===== config.mk =====
export PLATFORM = sky130hd
export DESIGN_NAME = general_io_ports
export DESIGN_NICKNAME = d
export VERILOG_FILES = /design/src/rtl/gpio_pkg.sv /design/src/rtl/general_io_ports.sv /design/src/rtl/gpio_pin_port.sv
export SDC_FILE = /design/constraint.sdc
export NUM_CORES = 1
export LEC_CHECK = 0
export BUFFER_PORTS_ARGS = -buffer_cell sky130_fd_sc_hd__buf_4
export CORE_MARGIN = 3
export CORE_UTILIZATION = 50
export CTS_CLUSTER_SIZE = 8
export DETAILED_ROUTE_END_ITERATION = 8
export PLACE_DENSITY = 0.77
export SLEW_MARGIN = 20
export SYNTH_ARGS = -nofsm -noshare
export SYNTH_HDL_FRONTEND = slang
export SYNTH_SLANG_ARGS = --single-unit

===== constraint.sdc =====
create_clock -name sys_clk_in -period 2.6 [get_ports sys_clk_in]
set_input_delay 0.52 -clock sys_clk_in [delete_from_list [all_inputs] [get_ports sys_clk_in]]
set_output_delay 0.52 -clock sys_clk_in [all_outputs]
set_load 0.03 [all_outputs]

===== src/rtl/gpio_pkg.sv =====
// Package with register indices, reset values and carrier types for the I/O ports
package gpio_pkg;

  // ****************************************************************
  // Register selection
  // ****************************************************************
  localparam logic [4:0] REG_PORT_A_DATA = 5'h00;
  localparam logic [4:0] REG_PORT_B_DATA = 5'h01;
  localparam logic [4:0] REG_PORT_C_DATA = 5'h02;
  localparam logic [4:0] REG_PORT_D_DATA = 5'h03;
  localparam logic [4:0] REG_PORT_A_DIR = 5'h04;
  localparam logic [4:0] REG_PORT_B_DIR = 5'h05;
  localparam logic [4:0] REG_PORT_C_DIR = 5'h06;
  localparam logic [4:0] REG_PORT_D_DIR = 5'h07;
  localparam logic [4:0] REG_PORT_A_PULL = 5'h08;
  localparam logic [4:0] REG_PORT_B_PULL = 5'h09;
  localparam logic [4:0] REG_PORT_C_PULL = 5'h0A;
  localparam logic [4:0] REG_PORT_D_PULL = 5'h0B;
  localparam logic [4:0] REG_PORT_A_WAKE = 5'h0C;
  localparam logic [4:0] REG_MISC_WDT_OD = 5'h0D;

  // ****************************************************************
  // Field positions and reset values
  // ****************************************************************
  localparam int OD_FIELD_LSB = 4;
  localparam int WDT_FIELD_LSB = 0;
  localparam int PORT_COUNT = 4;
  localparam logic [7:0] DATA_RESET = 8'hFF;
  localparam logic [7:0] DIR_RESET = 8'hFF;
  localparam logic [7:0] PULL_RESET = 8'h00;
  localparam logic [7:0] WAKE_RESET = 8'h00;
  localparam logic [7:0] MISC_RESET = 8'h00;
  localparam logic [7:0] READ_UNMAPPED = 8'h00;

  // Pin-shared function requests for one port
  typedef struct packed {
    logic [7:0] alt_en;
    logic [7:0] alt_val;
    logic [7:0] analog_sel;
  } pin_func_t;

  // Three-signal pin group for one port
  typedef struct packed {
    logic [7:0] out;
    logic [7:0] oe_n;
    logic [7:0] pull;
  } pin_drive_t;

endpackage : gpio_pkg


===== src/rtl/general_io_ports.sv =====
// Four 8-bit general I/O ports with pull-high, wake-up and open-drain control
`timescale 1ns/1ps
// Function
// Thirty-two bidirectional lines in four ports, each a data-memory register.
// Input pins are sampled directly at read, not latched.
// Written output data is held until software rewrites the latch.
// Per-pin weak pull-high, effective only while the pin is an input.
// Enabled port A falling edge wakes the device from power-down.
// Misc upper nibble selects open drain for port A pins 0 to 3.
// Misc lower nibble belongs to watchdog control, not ports.
// Direction bit one means input, zero means CMOS output.
// Reading an output pin returns its data latch.
// Software disables external interrupts before using their pins as I/O.
// Timer clock input pins keep their ordinary I/O function.
// Divider output on port A pin 3 only when direction is output.
// PWM on port D pins 0 to 3 only when direction is output.
// Analog-selected port B pins lose their pull-high automatically.
// Data latches and direction registers reset to all ones.
// Bit set or clear reads whole port, modifies, writes back.
// Open-drain output drives low for zero, floats for one.
// Wake detect registers pins each clock, flags enabled falls in power-down.
module general_io_ports
  import gpio_pkg::*;
(
  // Clock and reset
  input wire logic sys_clk_in,
  input wire logic rst_in,
  // Register port
  input wire logic [4:0] reg_addr_in,
  input wire logic reg_wr_in,
  input wire logic [7:0] reg_wdata_in,
  input wire logic reg_rd_in,
  input wire logic reg_bitop_in,
  input wire logic reg_bitval_in,
  input wire logic [2:0] reg_bitsel_in,
  output logic [7:0] reg_rdata_out,
  // Shared pin functions
  input wire logic freq_divider_output_en_in,
  input wire logic freq_divider_output_in,
  input wire logic [3:0] pwm_en_in,
  input wire logic [3:0] pwm_in,
  input wire logic [7:0] converter_control_sel_in,
  input wire logic power_down_in,
  output logic wakeup_out,
  output logic [3:0] wdt_ctrl_out,
  // Pins
  input wire logic [31:0] pin_in,
  output logic [31:0] pin_out,
  output logic [31:0] pin_oe_n_out,
  output logic [31:0] pin_pull_out
);

  // ****************************************************************
  // Register state
  // ****************************************************************
  logic [7:0] data_q [PORT_COUNT];
  logic [7:0] data_d [PORT_COUNT];
  logic [7:0] dir_q [PORT_COUNT];
  logic [7:0] dir_d [PORT_COUNT];
  logic [7:0] pull_q [PORT_COUNT];
  logic [7:0] pull_d [PORT_COUNT];
  logic [7:0] wake_en_q;
  logic [7:0] wake_en_d;
  logic [7:0] misc_q;
  logic [7:0] misc_d;
  logic [7:0] pa_prev_q;
  logic [7:0] pa_prev_d;
  logic wake_q;
  logic wake_d;
  logic [7:0] port_read [PORT_COUNT];
  logic [7:0] read_mux;
  logic [7:0] wr_value;
  logic wr_any;
  pin_func_t func [PORT_COUNT];
  pin_drive_t drive [PORT_COUNT];

  // ****************************************************************
  // Pin-shared function routing
  // ****************************************************************

  // Only port A pin 3 and port D pins 0..3 carry output functions
  always_comb
  begin
    for (int p = 0; p < PORT_COUNT; p++)
    begin
      func[p] = '{alt_en: 8'h00, alt_val: 8'h00, analog_sel: 8'h00};
    end
    func[0].alt_en[3] = freq_divider_output_en_in;
    func[0].alt_val[3] = freq_divider_output_in;
    func[3].alt_en[3:0] = pwm_en_in;
    func[3].alt_val[3:0] = pwm_in;
    func[1].analog_sel = converter_control_sel_in;
  end

  // One pin driver per port
  genvar gp;
  generate
    for (gp = 0; gp < PORT_COUNT; gp++)
    begin : g_port
      gpio_pin_port u_port (
        .data_latch_in(data_q[gp]),
        .dir_in(dir_q[gp]),
        .pull_sel_in(pull_q[gp]),
        .open_drain_in((gp == 0) ? {4'h0, misc_q[7:OD_FIELD_LSB]} : 8'h00),
        .func_in(func[gp]),
        .pin_in(pin_in[gp*8 +: 8]),
        .drive_out(drive[gp]),
        .read_out(port_read[gp])
      );
      assign pin_out[gp*8 +: 8] = drive[gp].out;
      assign pin_oe_n_out[gp*8 +: 8] = drive[gp].oe_n;
      assign pin_pull_out[gp*8 +: 8] = drive[gp].pull;
    end
  endgenerate

  // ****************************************************************
  // Register read path
  // ****************************************************************

  // Port reads are combinational so the live pin is seen at read time
  always_comb
  begin
    if (reg_addr_in <= REG_PORT_D_DATA)
      read_mux = port_read[reg_addr_in[1:0]];
    else if (reg_addr_in <= REG_PORT_D_DIR)
      read_mux = dir_q[reg_addr_in[1:0]];
    else if (reg_addr_in <= REG_PORT_D_PULL)
      read_mux = pull_q[reg_addr_in[1:0]];
    else if (reg_addr_in == REG_PORT_A_WAKE)
      read_mux = wake_en_q;
    else if (reg_addr_in == REG_MISC_WDT_OD)
      read_mux = misc_q;
    else
      read_mux = READ_UNMAPPED;
    reg_rdata_out = reg_rd_in ? read_mux : READ_UNMAPPED;
  end

  // ****************************************************************
  // Register write path
  // ****************************************************************

  // Bit ops merge into the read-back of the whole register
  always_comb
  begin
    wr_value = reg_wdata_in;
    if (reg_bitop_in)
    begin
      wr_value = read_mux;
      wr_value[reg_bitsel_in] = reg_bitval_in;
    end
    wr_any = reg_wr_in | reg_bitop_in;
    for (int p = 0; p < PORT_COUNT; p++)
    begin
      data_d[p] = data_q[p];
      dir_d[p] = dir_q[p];
      pull_d[p] = pull_q[p];
      if (wr_any && reg_addr_in == REG_PORT_A_DATA + 5'(p))
        data_d[p] = wr_value;
      if (wr_any && reg_addr_in == REG_PORT_A_DIR + 5'(p))
        dir_d[p] = wr_value;
      if (wr_any && reg_addr_in == REG_PORT_A_PULL + 5'(p))
        pull_d[p] = wr_value;
    end
    wake_en_d = (wr_any && reg_addr_in == REG_PORT_A_WAKE) ? wr_value : wake_en_q;
    misc_d = (wr_any && reg_addr_in == REG_MISC_WDT_OD) ? wr_value : misc_q;
  end

  // Lower nibble handed to the watchdog untouched
  assign wdt_ctrl_out = misc_q[WDT_FIELD_LSB +: 4];

  // ****************************************************************
  // Wake-up detection
  // ****************************************************************

  // Falling edge seen against last cycle's pin level; held while powered down
  always_comb
  begin
    pa_prev_d = pin_in[7:0];
    wake_d = power_down_in & (wake_q | (|(pa_prev_q & ~pin_in[7:0] & wake_en_q)));
  end
  assign wakeup_out = wake_q;

  // Register state, reset to power-on defaults
  always_ff @(posedge sys_clk_in)
  begin
    if (rst_in)
    begin
      for (int p = 0; p < PORT_COUNT; p++)
      begin
        data_q[p] <= DATA_RESET;
        dir_q[p] <= DIR_RESET;
        pull_q[p] <= PULL_RESET;
      end
      wake_en_q <= WAKE_RESET;
      misc_q <= MISC_RESET;
    end
    else
    begin
      data_q <= data_d;
      dir_q <= dir_d;
      pull_q <= pull_d;
      wake_en_q <= wake_en_d;
      misc_q <= misc_d;
    end
  end

  // Wake state; previous level starts low so leaving reset never fakes a fall
  always_ff @(posedge sys_clk_in)
  begin
    if (rst_in)
    begin
      pa_prev_q <= 8'h00;
      wake_q <= 1'b0;
    end
    else
    begin
      pa_prev_q <= pa_prev_d;
      wake_q <= wake_d;
    end
  end
endmodule : general_io_ports


===== src/rtl/gpio_pin_port.sv =====
// One 8-bit port: pin driver, pull-high gating and read-back selection
`timescale 1ns/1ps
module gpio_pin_port
  import gpio_pkg::*;
(
  // Port configuration
  input wire logic [7:0] data_latch_in,
  input wire logic [7:0] dir_in,
  input wire logic [7:0] pull_sel_in,
  input wire logic [7:0] open_drain_in,
  input wire pin_func_t func_in,
  // Pin side
  input wire logic [7:0] pin_in,
  output pin_drive_t drive_out,
  output logic [7:0] read_out
);

  logic [7:0] level;

  // Output level and drive enable per pin
  always_comb
  begin
    for (int i = 0; i < 8; i++)
    begin
      // Shared function only reaches the pin when direction is output
      level[i] = func_in.alt_en[i] ? func_in.alt_val[i] : data_latch_in[i];
      drive_out.out[i] = level[i];
      if (dir_in[i])
        drive_out.oe_n[i] = 1'b1;
      else if (open_drain_in[i] && level[i])
        drive_out.oe_n[i] = 1'b1;
      else
        drive_out.oe_n[i] = 1'b0;
      // Pull-high only on inputs, and never on analog-selected pins
      drive_out.pull[i] = pull_sel_in[i] & dir_in[i] & ~func_in.analog_sel[i];
      // Inputs read the raw pin, outputs read the latch
      read_out[i] = dir_in[i] ? pin_in[i] : data_latch_in[i];
    end
  end

endmodule : gpio_pin_port


# Word-level counts from Yosys, hierarchy flattened
# Index checks and enable logic that the tools add are counted.
op_classes:
  mux: 92
  bitwise: 55
  eq_ne: 13
  n_reduce_logical: 21
  n_lt_le_gt_ge: 6
ops:
  columns: ["op", "count"]
  rows:
  - ["2-to-1 mux 8 bit", 13]
  - ["2-to-1 mux 1 bit", 74]
  - ["binary-select mux 8 bit (select 2 bit)", 3]
  - ["bitwise AND 1 bit", 41]
  - ["== test 5 x 4 -> 1 bit (second input constant)", 6]
  - ["== test 5 x 3 -> 1 bit (second input constant)", 4]
  - ["logical AND 1 bit", 19]
  - ["bitwise AND 8 bit", 2]
  - ["== test 5 x 2 -> 1 bit (second input constant)", 2]
  - ["bitwise mux 8 bit", 1]
  - ["NOT 1 bit", 8]
  - ["NOT 8 bit", 1]
  - ["OR reduction 8 bit", 1]
  - ["== test 5 x 1 -> 1 bit (second input constant)", 1]
  - ["<= comparator 5 x 2 -> 1 bit (second input constant)", 1]
  - ["<= comparator 5 x 3 -> 1 bit (second input constant)", 1]
  - ["<= comparator 5 x 4 -> 1 bit (second input constant)", 1]
  - ["zero test 5 bit", 1]
  - ["< comparator 3 x 4 -> 1 bit (second input constant)", 1]
  - ["demux 1 bit (select 3 bit)", 1]
  - ["greater-or-equal comparator 3 x 1 -> 1 bit (second input constant)", 1]
  - ["greater-or-equal comparator 3 bit (second input constant)", 1]
  - ["NOT 2 -> 3 bit", 1]
  - ["OR 1 bit", 2]
totals:
  out_inout_bits: 109
  register_bits: 121

# Logic depth before layout (Yosys ltp)
# Gate-level depths: netlist of the first run.
logic_depth:
  ltp_word: 9
  mapped_depth: 8
  depth_no_buf: 5

# Cells and area by module
# Synthesis of the first run repeated with hierarchy kept, for this count alone.
unflattened:
  cells_unflattened: 809
  hier_area_um2: 7184.4
by_module_without_submodules:
  columns: ["mod", "cells_per_inst", "instances", "area_each_um2"]
  rows:
  - ["general_io_ports", 649, 1, 5863.1]
  - ["gpio_pin_port", 40, 4, 330.3]

# Least setup slack after synthesis of the first run
# No wires, ideal clock.
synth_path:
  path_kind: "input-to-output"
  start: "input port reg_addr_in[0]"
  end: "output port reg_rdata_out[5]"
  t_arrival_ns: 2.213
  n_path_buf: 2
  path_slack_ns: -0.133
  path_stages: 6
  required_time_ns: 2.080
  path_cell_list: "buf_6 -> buf_12 -> mux2i_1 -> o31a_1 -> or3_1 -> nor3b_1"
synth_between:
  elab_chain_cells: 8
  word_cells_on_any_way: 21
  classes_between: "3 x order compare; 2 x eq/ne; 15 x mux; 1 x bitwise"
synth_lines:
  columns: ["element", "line_no", "text"]
  rows:
  - ["start: declaration", "general_io_ports.sv:29", "input wire logic [4:0] reg_addr_in,"]
  - ["NOT 2 -> 3 bit (implied by the code)", "general_io_ports.sv:124, general_io_ports.sv:126, general_io_ports.sv:128", null]
  - ["binary-select mux 8 bit (select 2 bit)", "general_io_ports.sv:128", "read_mux = pull_q[reg_addr_in[1:0]];"]
  - ["2-to-1 mux 8 bit (implied by the code) (2 in a row)", "general_io_ports.sv:128", null]
  - ["2-to-1 mux 8 bit", "general_io_ports.sv:127", "else if (reg_addr_in <= REG_PORT_D_PULL)"]
  - ["2-to-1 mux 8 bit", "general_io_ports.sv:125", "else if (reg_addr_in <= REG_PORT_D_DIR)"]
  - ["2-to-1 mux 8 bit (*)", "general_io_ports.sv:123", "if (reg_addr_in <= REG_PORT_D_DATA)"]
  - ["2-to-1 mux 8 bit (*)", "general_io_ports.sv:135", "reg_rdata_out = reg_rd_in ? read_mux : READ_UNMAPPED;"]
  - ["end: declaration", "general_io_ports.sv:36", "output logic [7:0] reg_rdata_out,"]
# Every way passes the cells marked *; elsewhere a longest branch is shown, timed or not. The select of a mux whose other input is x is not followed.

# Final worst setup path of the first run
layout_path:
  start: "input port reg_addr_in[0]"
  end: "output port reg_rdata_out[3]"
# The elaborated chain is that of the path after synthesis.

==> results of run 1 <==
## how the worst max path moves through the flow
stage                               from          endpoint  slack, ns  cells past startpoint
after global routing      reg_addr_in[0]  reg_rdata_out[3]      -0.04                      9
final                     reg_addr_in[0]  reg_rdata_out[3]       0.02                      9
after detailed placement  reg_addr_in[0]  reg_rdata_out[7]      -0.03                      7
after floorplan           reg_addr_in[1]  reg_rdata_out[7]       0.04                      8
after CTS                      pull_q[2]  reg_rdata_out[2]      0.008                      6
after global placement    reg_addr_in[0]  reg_rdata_out[7]      0.001                      7
## placed cells by master (no fill, tap or decap), drive strengths merged, types with 4 or more instances in the layout
master,count
a22o,4
clkinv,9
nor2,69
buf,263
mux4,6
nand2b,5
mux2i,25
nand2,57
a221oi,8
o31ai,24
o41ai,18
nor2b,20
or2,5
a211oi,12
clkbuf,18
nand3,55
inv,6
a21oi,72
mux2,31
o21ai,60
or3,8
a22oi,14
a31oi,7
and2,25
a221o,8
a21o,6
nor3,11
o31a,4
dfxtp,121
nand3b,4
## worst register-to-register path: cells and delay by family (launching register included)
kind	cells	cell delay, ns
flops	1	0.36
mux	1	0.37
compound gates	4	0.71
buf+inv	2	0.39
## final cells by class
| cell class | instances | area (sq um) |
|---|---|---|
| Clock buffer | 18 | 439 |
| Clock inverter | 14 | 150 |
| Fill cell | 1159 | 4580 |
| Inverter | 6 | 22.5 |
| Multi-Input combinational cell | 592 | 4060 |
| Sequential cell | 121 | 2440 |
| Tap cell | 180 | 225 |
| Timing Repair Buffer | 263 | 2020 |
## power by group through the flow
stage / clock network [mW] / logic (mW) / registers (mW)
after CTS: 2.35 / 0.811 / 1.93
after floorplan: 0 / 0.495 / 1.96
final: 2.34 / 0.838 / 1.93
after global routing: 2.43 / 0.881 / 1.94
after detailed placement: 0 / 0.803 / 1.97
after global placement: 0 / 0.795 / 1.97
## cell families (layout without fill, tap and decap cells)
group,after synthesis,in the layout,share of synthesized area [%]
and+or+nand+nor,267,267,18.2
DFF,121,121,33.9
buffers and inverters,121,301,10.3
muxes,62,62,10.3
AOI/OAI and AO/OA,263,263,27.2
## state kept, by name, indices dropped and copies added, names as in the netlist
name	flops
data_q	32
pa_prev_q	8
wakeup_out	1
pull_q	32
wake_en_q	8
dir_q	32
misc_q	8
## layer usage
metal  global-route usage, %  vias up
li1                        -     3355
met1                    37.7     3448
met2                    48.8      514
met3                    6.49       86
met4                    14.2        0
met5                       0        -
## metrics by stage
stage	instances	setup slack [ns]	util (%)	TNS [ns]	area, sq um
2_1_floorplan	834	0.0366	-	0	7150
3_3_place_gp	1162	0.00102	62.3	0	8680
3_5_place_dp	1162	-0.0263	62.3	-0.0263	8680
4_1_cts	1194	0.00758	66.7	0	9300
5_1_grt	1194	-0.0439	67.2	-0.0492	9360
6_report	1194	0.0228	67.2	0	9360
## timing repair
action | in CTS | in global routing
setup endpoints to repair | 3 | 7
cloned | 0 | 0
pin swaps | 1 | 4
gates resized for setup | 4 | 20
==> flow_summary.toml, run 1 <==
[setup_path]
startpoint_type = "input pin"
criticalPathCategory = "in -> out"
crit_family = "buffers and inverters"
arrival_ns = 2.06
slowest_delay_ns = 0.25
cp_max_fo = 8
path_cells = "buf_4, buf_4, and2_0, buf_4, a221oi_1, o21ai_1, a21oi_2, nor2b_1, buf_4"
end_kind = "output pin"
cp.required_ns = 2.08
reg2reg_depth = 7
r2r_start = "dir_q[11]"
r2r_setup_slack_ns = 0.63
rr_endpoint = "pull_q[27]"
crit_path_frequent_cell = "buf_4"
path_buf_inv = 4
slowest_stage = "a221oi_1"

[run_status]
status = "completed"

[yosys]
netlist.area_leader.share_pct = 33.9
synth_flop_cell = "dfxtp_1"
yosysSeqAreaShare_pct = 33.9
ys_warn_count = 0
synth_area_leader_cell = "dfxtp_1"
synth_edf_count = 0
yosysMostFrequentCell = "dfxtp_1"
synth_cell_types = 71
ys_top_cells_by_area = "dfxtp_1, buf_4, a21oi_1, mux2_2, nand3_1"
syn_area_sq_mm = 0.00714
synth-seq-cells = 121
syn_area_per_cell_sq_um = 8.56
synthArstFlopShare_pct = 0
syn-num-nets = 907
syn-instance-count = 834
yosys-top-cells-count = "dfxtp_1, a21oi_1, nor2_1, nand2_1, buf_4"

[place]
io_buffer_count = 181
hpwlAfterDp_um = 18400
place_congestion = 0.952

[sta]
timing.hold.ws_ns = 0.347
fmax_mhz = 388
worst_slew_pin_slew_ns = 0.710
fin_crit_ns = 2.58
finalSetupViolCount = 0
skew_ns = 0.00629
drv_slew = 0
hold_violations = 0
max_slew_margin_pct = 52.0
post-route-period-util_pct = 99.1

[clock_network]
cts-root-buf = "clkbuf_16"
cts_hold_buf = 0
post_cts_buffers = 0
cts.htree.levels = 4
cts_buffers = 17
cts_tree = "done"
clock_latency_ns = 0.43
cts.sinks = 121
clockBufferDepth = 2
clk_pin_slew_ns = 0.06

[drt]
wl_met2_um = 11800
vias = 7403
routed_via_density = 6.20
routed.top_layer = "met4"
ant_nets = 0
met1Wirelength_um = 9700
wl_met3_um = 2490
drt_first_pass_iters = 7
wl_um = 24900
routedWlPerCell_um = 20.8
drt_iter0_drc = 803
drc = 0

[power_and_ir_drop]
totalPowerFinal_mw = 5.12
p_sw_mw = 1.44
power.density_mw_per_mm2 = 547
p_clk_share_pct = 45.8
switching_share_pct = 28.2
pwr-share-seq_pct = 37.8
comb_power_share_pct = 16.4
ir_worst_vdd_mv = 0.496
power.leakage_nw = 3.81
p_int_mw = 3.67

[global_route]
grt_pass1_wl_um = 37200
grt_start_max_net_pins = 121
track_usage_pct = 29.9
grt_pass1_vias = 6843
antenna_found_initial = 0
grt_overflow = 0

[floorplanning]
die_area_sq_mm = 0.0157
initial_core_util_pct = 51.2
core_sq_mm = 0.0139
rows = 43
ios = 182
die_x_um = 125
die_h_um = 125

[layout]
area_growth_pct = 31.1
fin_nets = 1074
diodes = 0
drive_gt1_share_pct = 38.0

[job]
drv_cap = 0

[min_path]
holdPathStages = 2
worstHoldStart = "power_down_in"
holdCritPathClass = "in -> reg"
min_to = "wakeup_out"
Note: power is estimated with default switching activity, not from simulation.
==> inputs of run 2 (changes only) <==
Settings changed: CTS_CLUSTER_SIZE 8 to unset, GPL_TIMING_DRIVEN set to 0.
==> run 2 against run 1 <==
Against the previous run: register-to-register slack got worse by 0.52 ns; sequential share of layout area fell by 1.3 points; core utilization rose by 3.9 points; via count rose by 5.9%; clock skew rose by 0.0012 ns; sequential power barely moved; sequential cell count did not move; largest cell class unchanged.
==> flow_summary.toml, run 2 (synthesis results as in run 1) <==
[drt]
drt_first_pass_iters = 8
routedWlPerCell_um = 21.9
drc = 0
wl_um = 27400
vias = 7840
drt_iter0_drc = 1046
routed_via_density = 6.28
ant_nets = 0

[min_path]
worstHoldStart = "pin_in[1]"
holdPathStages = 2
min_to = "pa_prev_q[1]"
holdCritPathClass = "in -> reg"

[clock_network]
cts.htree.levels = 4
cts_hold_buf = 0
cts-root-buf = "clkbuf_16"
cts_tree = "done"
clockBufferDepth = 2
clock_latency_ns = 0.43
cts_buffers = 17
cts.sinks = 121
clk_pin_slew_ns = 0.05

[layout]
fin_nets = 1128
diodes = 0
drive_gt1_share_pct = 39.4
layout_commonest_cell = "buf_4"
final_area_sq_mm = 0.00991
area_growth_pct = 38.8
finish.utilization_pct = 71.1
reg.largest.list = "data_q x32, dir_q x32, pull_q x32"
mostFrequentLayoutCells = "buf_4, dfxtp_1, a21oi_1"
nFillCells = 1104

[sta]
skew_ns = 0.00745
fmax_mhz = 388
worst_slew_pin_slew_ns = 1.11
hold_violations = 0
max_slew_margin_pct = 25.0
fin_crit_ns = 2.58
finalSetupViolCount = 0
drv_slew = 0
post-route-period-util_pct = 99.1

[global_route]
grt_start_max_net_pins = 17
grt_pass1_wl_um = 41100
track_usage_pct = 33.6
grt_overflow = 0
antenna_found_initial = 0
grt_pass1_vias = 7400

[floorplanning]
die_x_um = 125
ios = 182
initial_core_util_pct = 51.2
rows = 43
core_sq_mm = 0.0139
die_area_sq_mm = 0.0157
die_h_um = 125

[setup_path]
cp.required_ns = 2.08
startpoint_type = "input pin"
criticalPathCategory = "in -> out"
arrival_ns = 2.06
r2r_start = "pull_q[2]"
end_kind = "output pin"
reg2reg_depth = 10
rr_endpoint = "dir_q[26]"
cp_max_fo = 10
r2r_setup_slack_ns = 0.11

[job]
drv_cap = 0

[power_and_ir_drop]
power.density_mw_per_mm2 = 550
power.leakage_nw = 4.00
ir_worst_vdd_mv = 0.474

[place]
placed_cell_area_sq_mm = 0.00870
io_buffer_count = 176
hpwlAfterDp_um = 19700
place_congestion = 0.969

[run_status]
status = "completed"
[run 2: cell count changes in the layout (fill, tap and decap cells not counted), moves of 4 or more]
cell      change
clkbuf_1     +37
clkinv_4      -5
buf_2         +7
buf_4         -4
buf_6         +9
clkbuf_8      +5
[run 2: stage by stage]
step | power, mW | worst slack, ns | setup TNS, ns | hold WS [ns] | instances
final | 5.45 | 0.0231 | 0 | 0.335 | 1248
after global routing | 5.60 | -0.0287 | -0.0305 | 0.336 | 1248
after CTS | 5.41 | -0.00306 | -0.00306 | 0.331 | 1240
after global placement | 2.76 | -0.532 | -5.79 | 0.460 | 1190
after detailed placement | 2.76 | -0.513 | -6.64 | 0.468 | 1190
after floorplan | 2.45 | 0.0366 | 0 | 0.437 | 834
[run 2: final cells by class]
type	count	area [sq um]	area share (%)
Buffer	111	737	7.44
Clock buffer	25	515	5.20
Tap cell	180	225	2.27
Multi-Input combinational cell	592	4200	42.4
Clock inverter	7	135	1.36
Sequential cell	121	2450	24.7
Inverter	6	22.5	0.227
Timing Repair Buffer	206	1620	16.4
[run 2: timing repair]
item                                    in CTS  in global routing
cloned                                       2                  0
pin swaps                                   17                 15
gates resized for setup                     55                 33
endpoints found under the setup margin       8                 15
setup buffers                               19                  9
[run 2: worst max path at each step]
stage / startpoint / endpoint / slack [ns] / cells past startpoint
after CTS: reg_addr_in[0] / reg_rdata_out[2] / -0.003 / 10
after global placement: reg_addr_in[1] / reg_rdata_out[7] / -0.53 / 9
final: reg_addr_in[2] / reg_rdata_out[3] / 0.02 / 8
after detailed placement: reg_addr_in[0] / reg_rdata_out[7] / -0.51 / 10
after floorplan: reg_addr_in[1] / reg_rdata_out[7] / 0.04 / 8
after global routing: dir_q[24] / reg_rdata_out[0] / -0.03 / 6
[run 2: worst max-delay path, stage by stage]
cell and delay [ns]:
buf_4 0.13, or3b_1 0.44, buf_2 0.23, o31a_1 0.14, a21oi_2 0.14, a21oi_1 0.06, nor2b_1 0.20, buf_4 0.20
[run 2: metal layers]
metal  GRT usage (%)  vias up  part of all wire [%]
met5               0        -                     0
met4            23.4        0                   7.3
met3            8.50      145                    11
met2            50.7      577                    44
met1            41.8     3643                    37
li1                -     3475                     -
[run 2: where the power goes]
group	leakage, nW	internal [mW]	switching (mW)
combinational	2.69	0.370	0.546
sequential	0.983	1.89	0.0377
clock	0.323	1.75	0.850
total	4.00	4.01	1.43
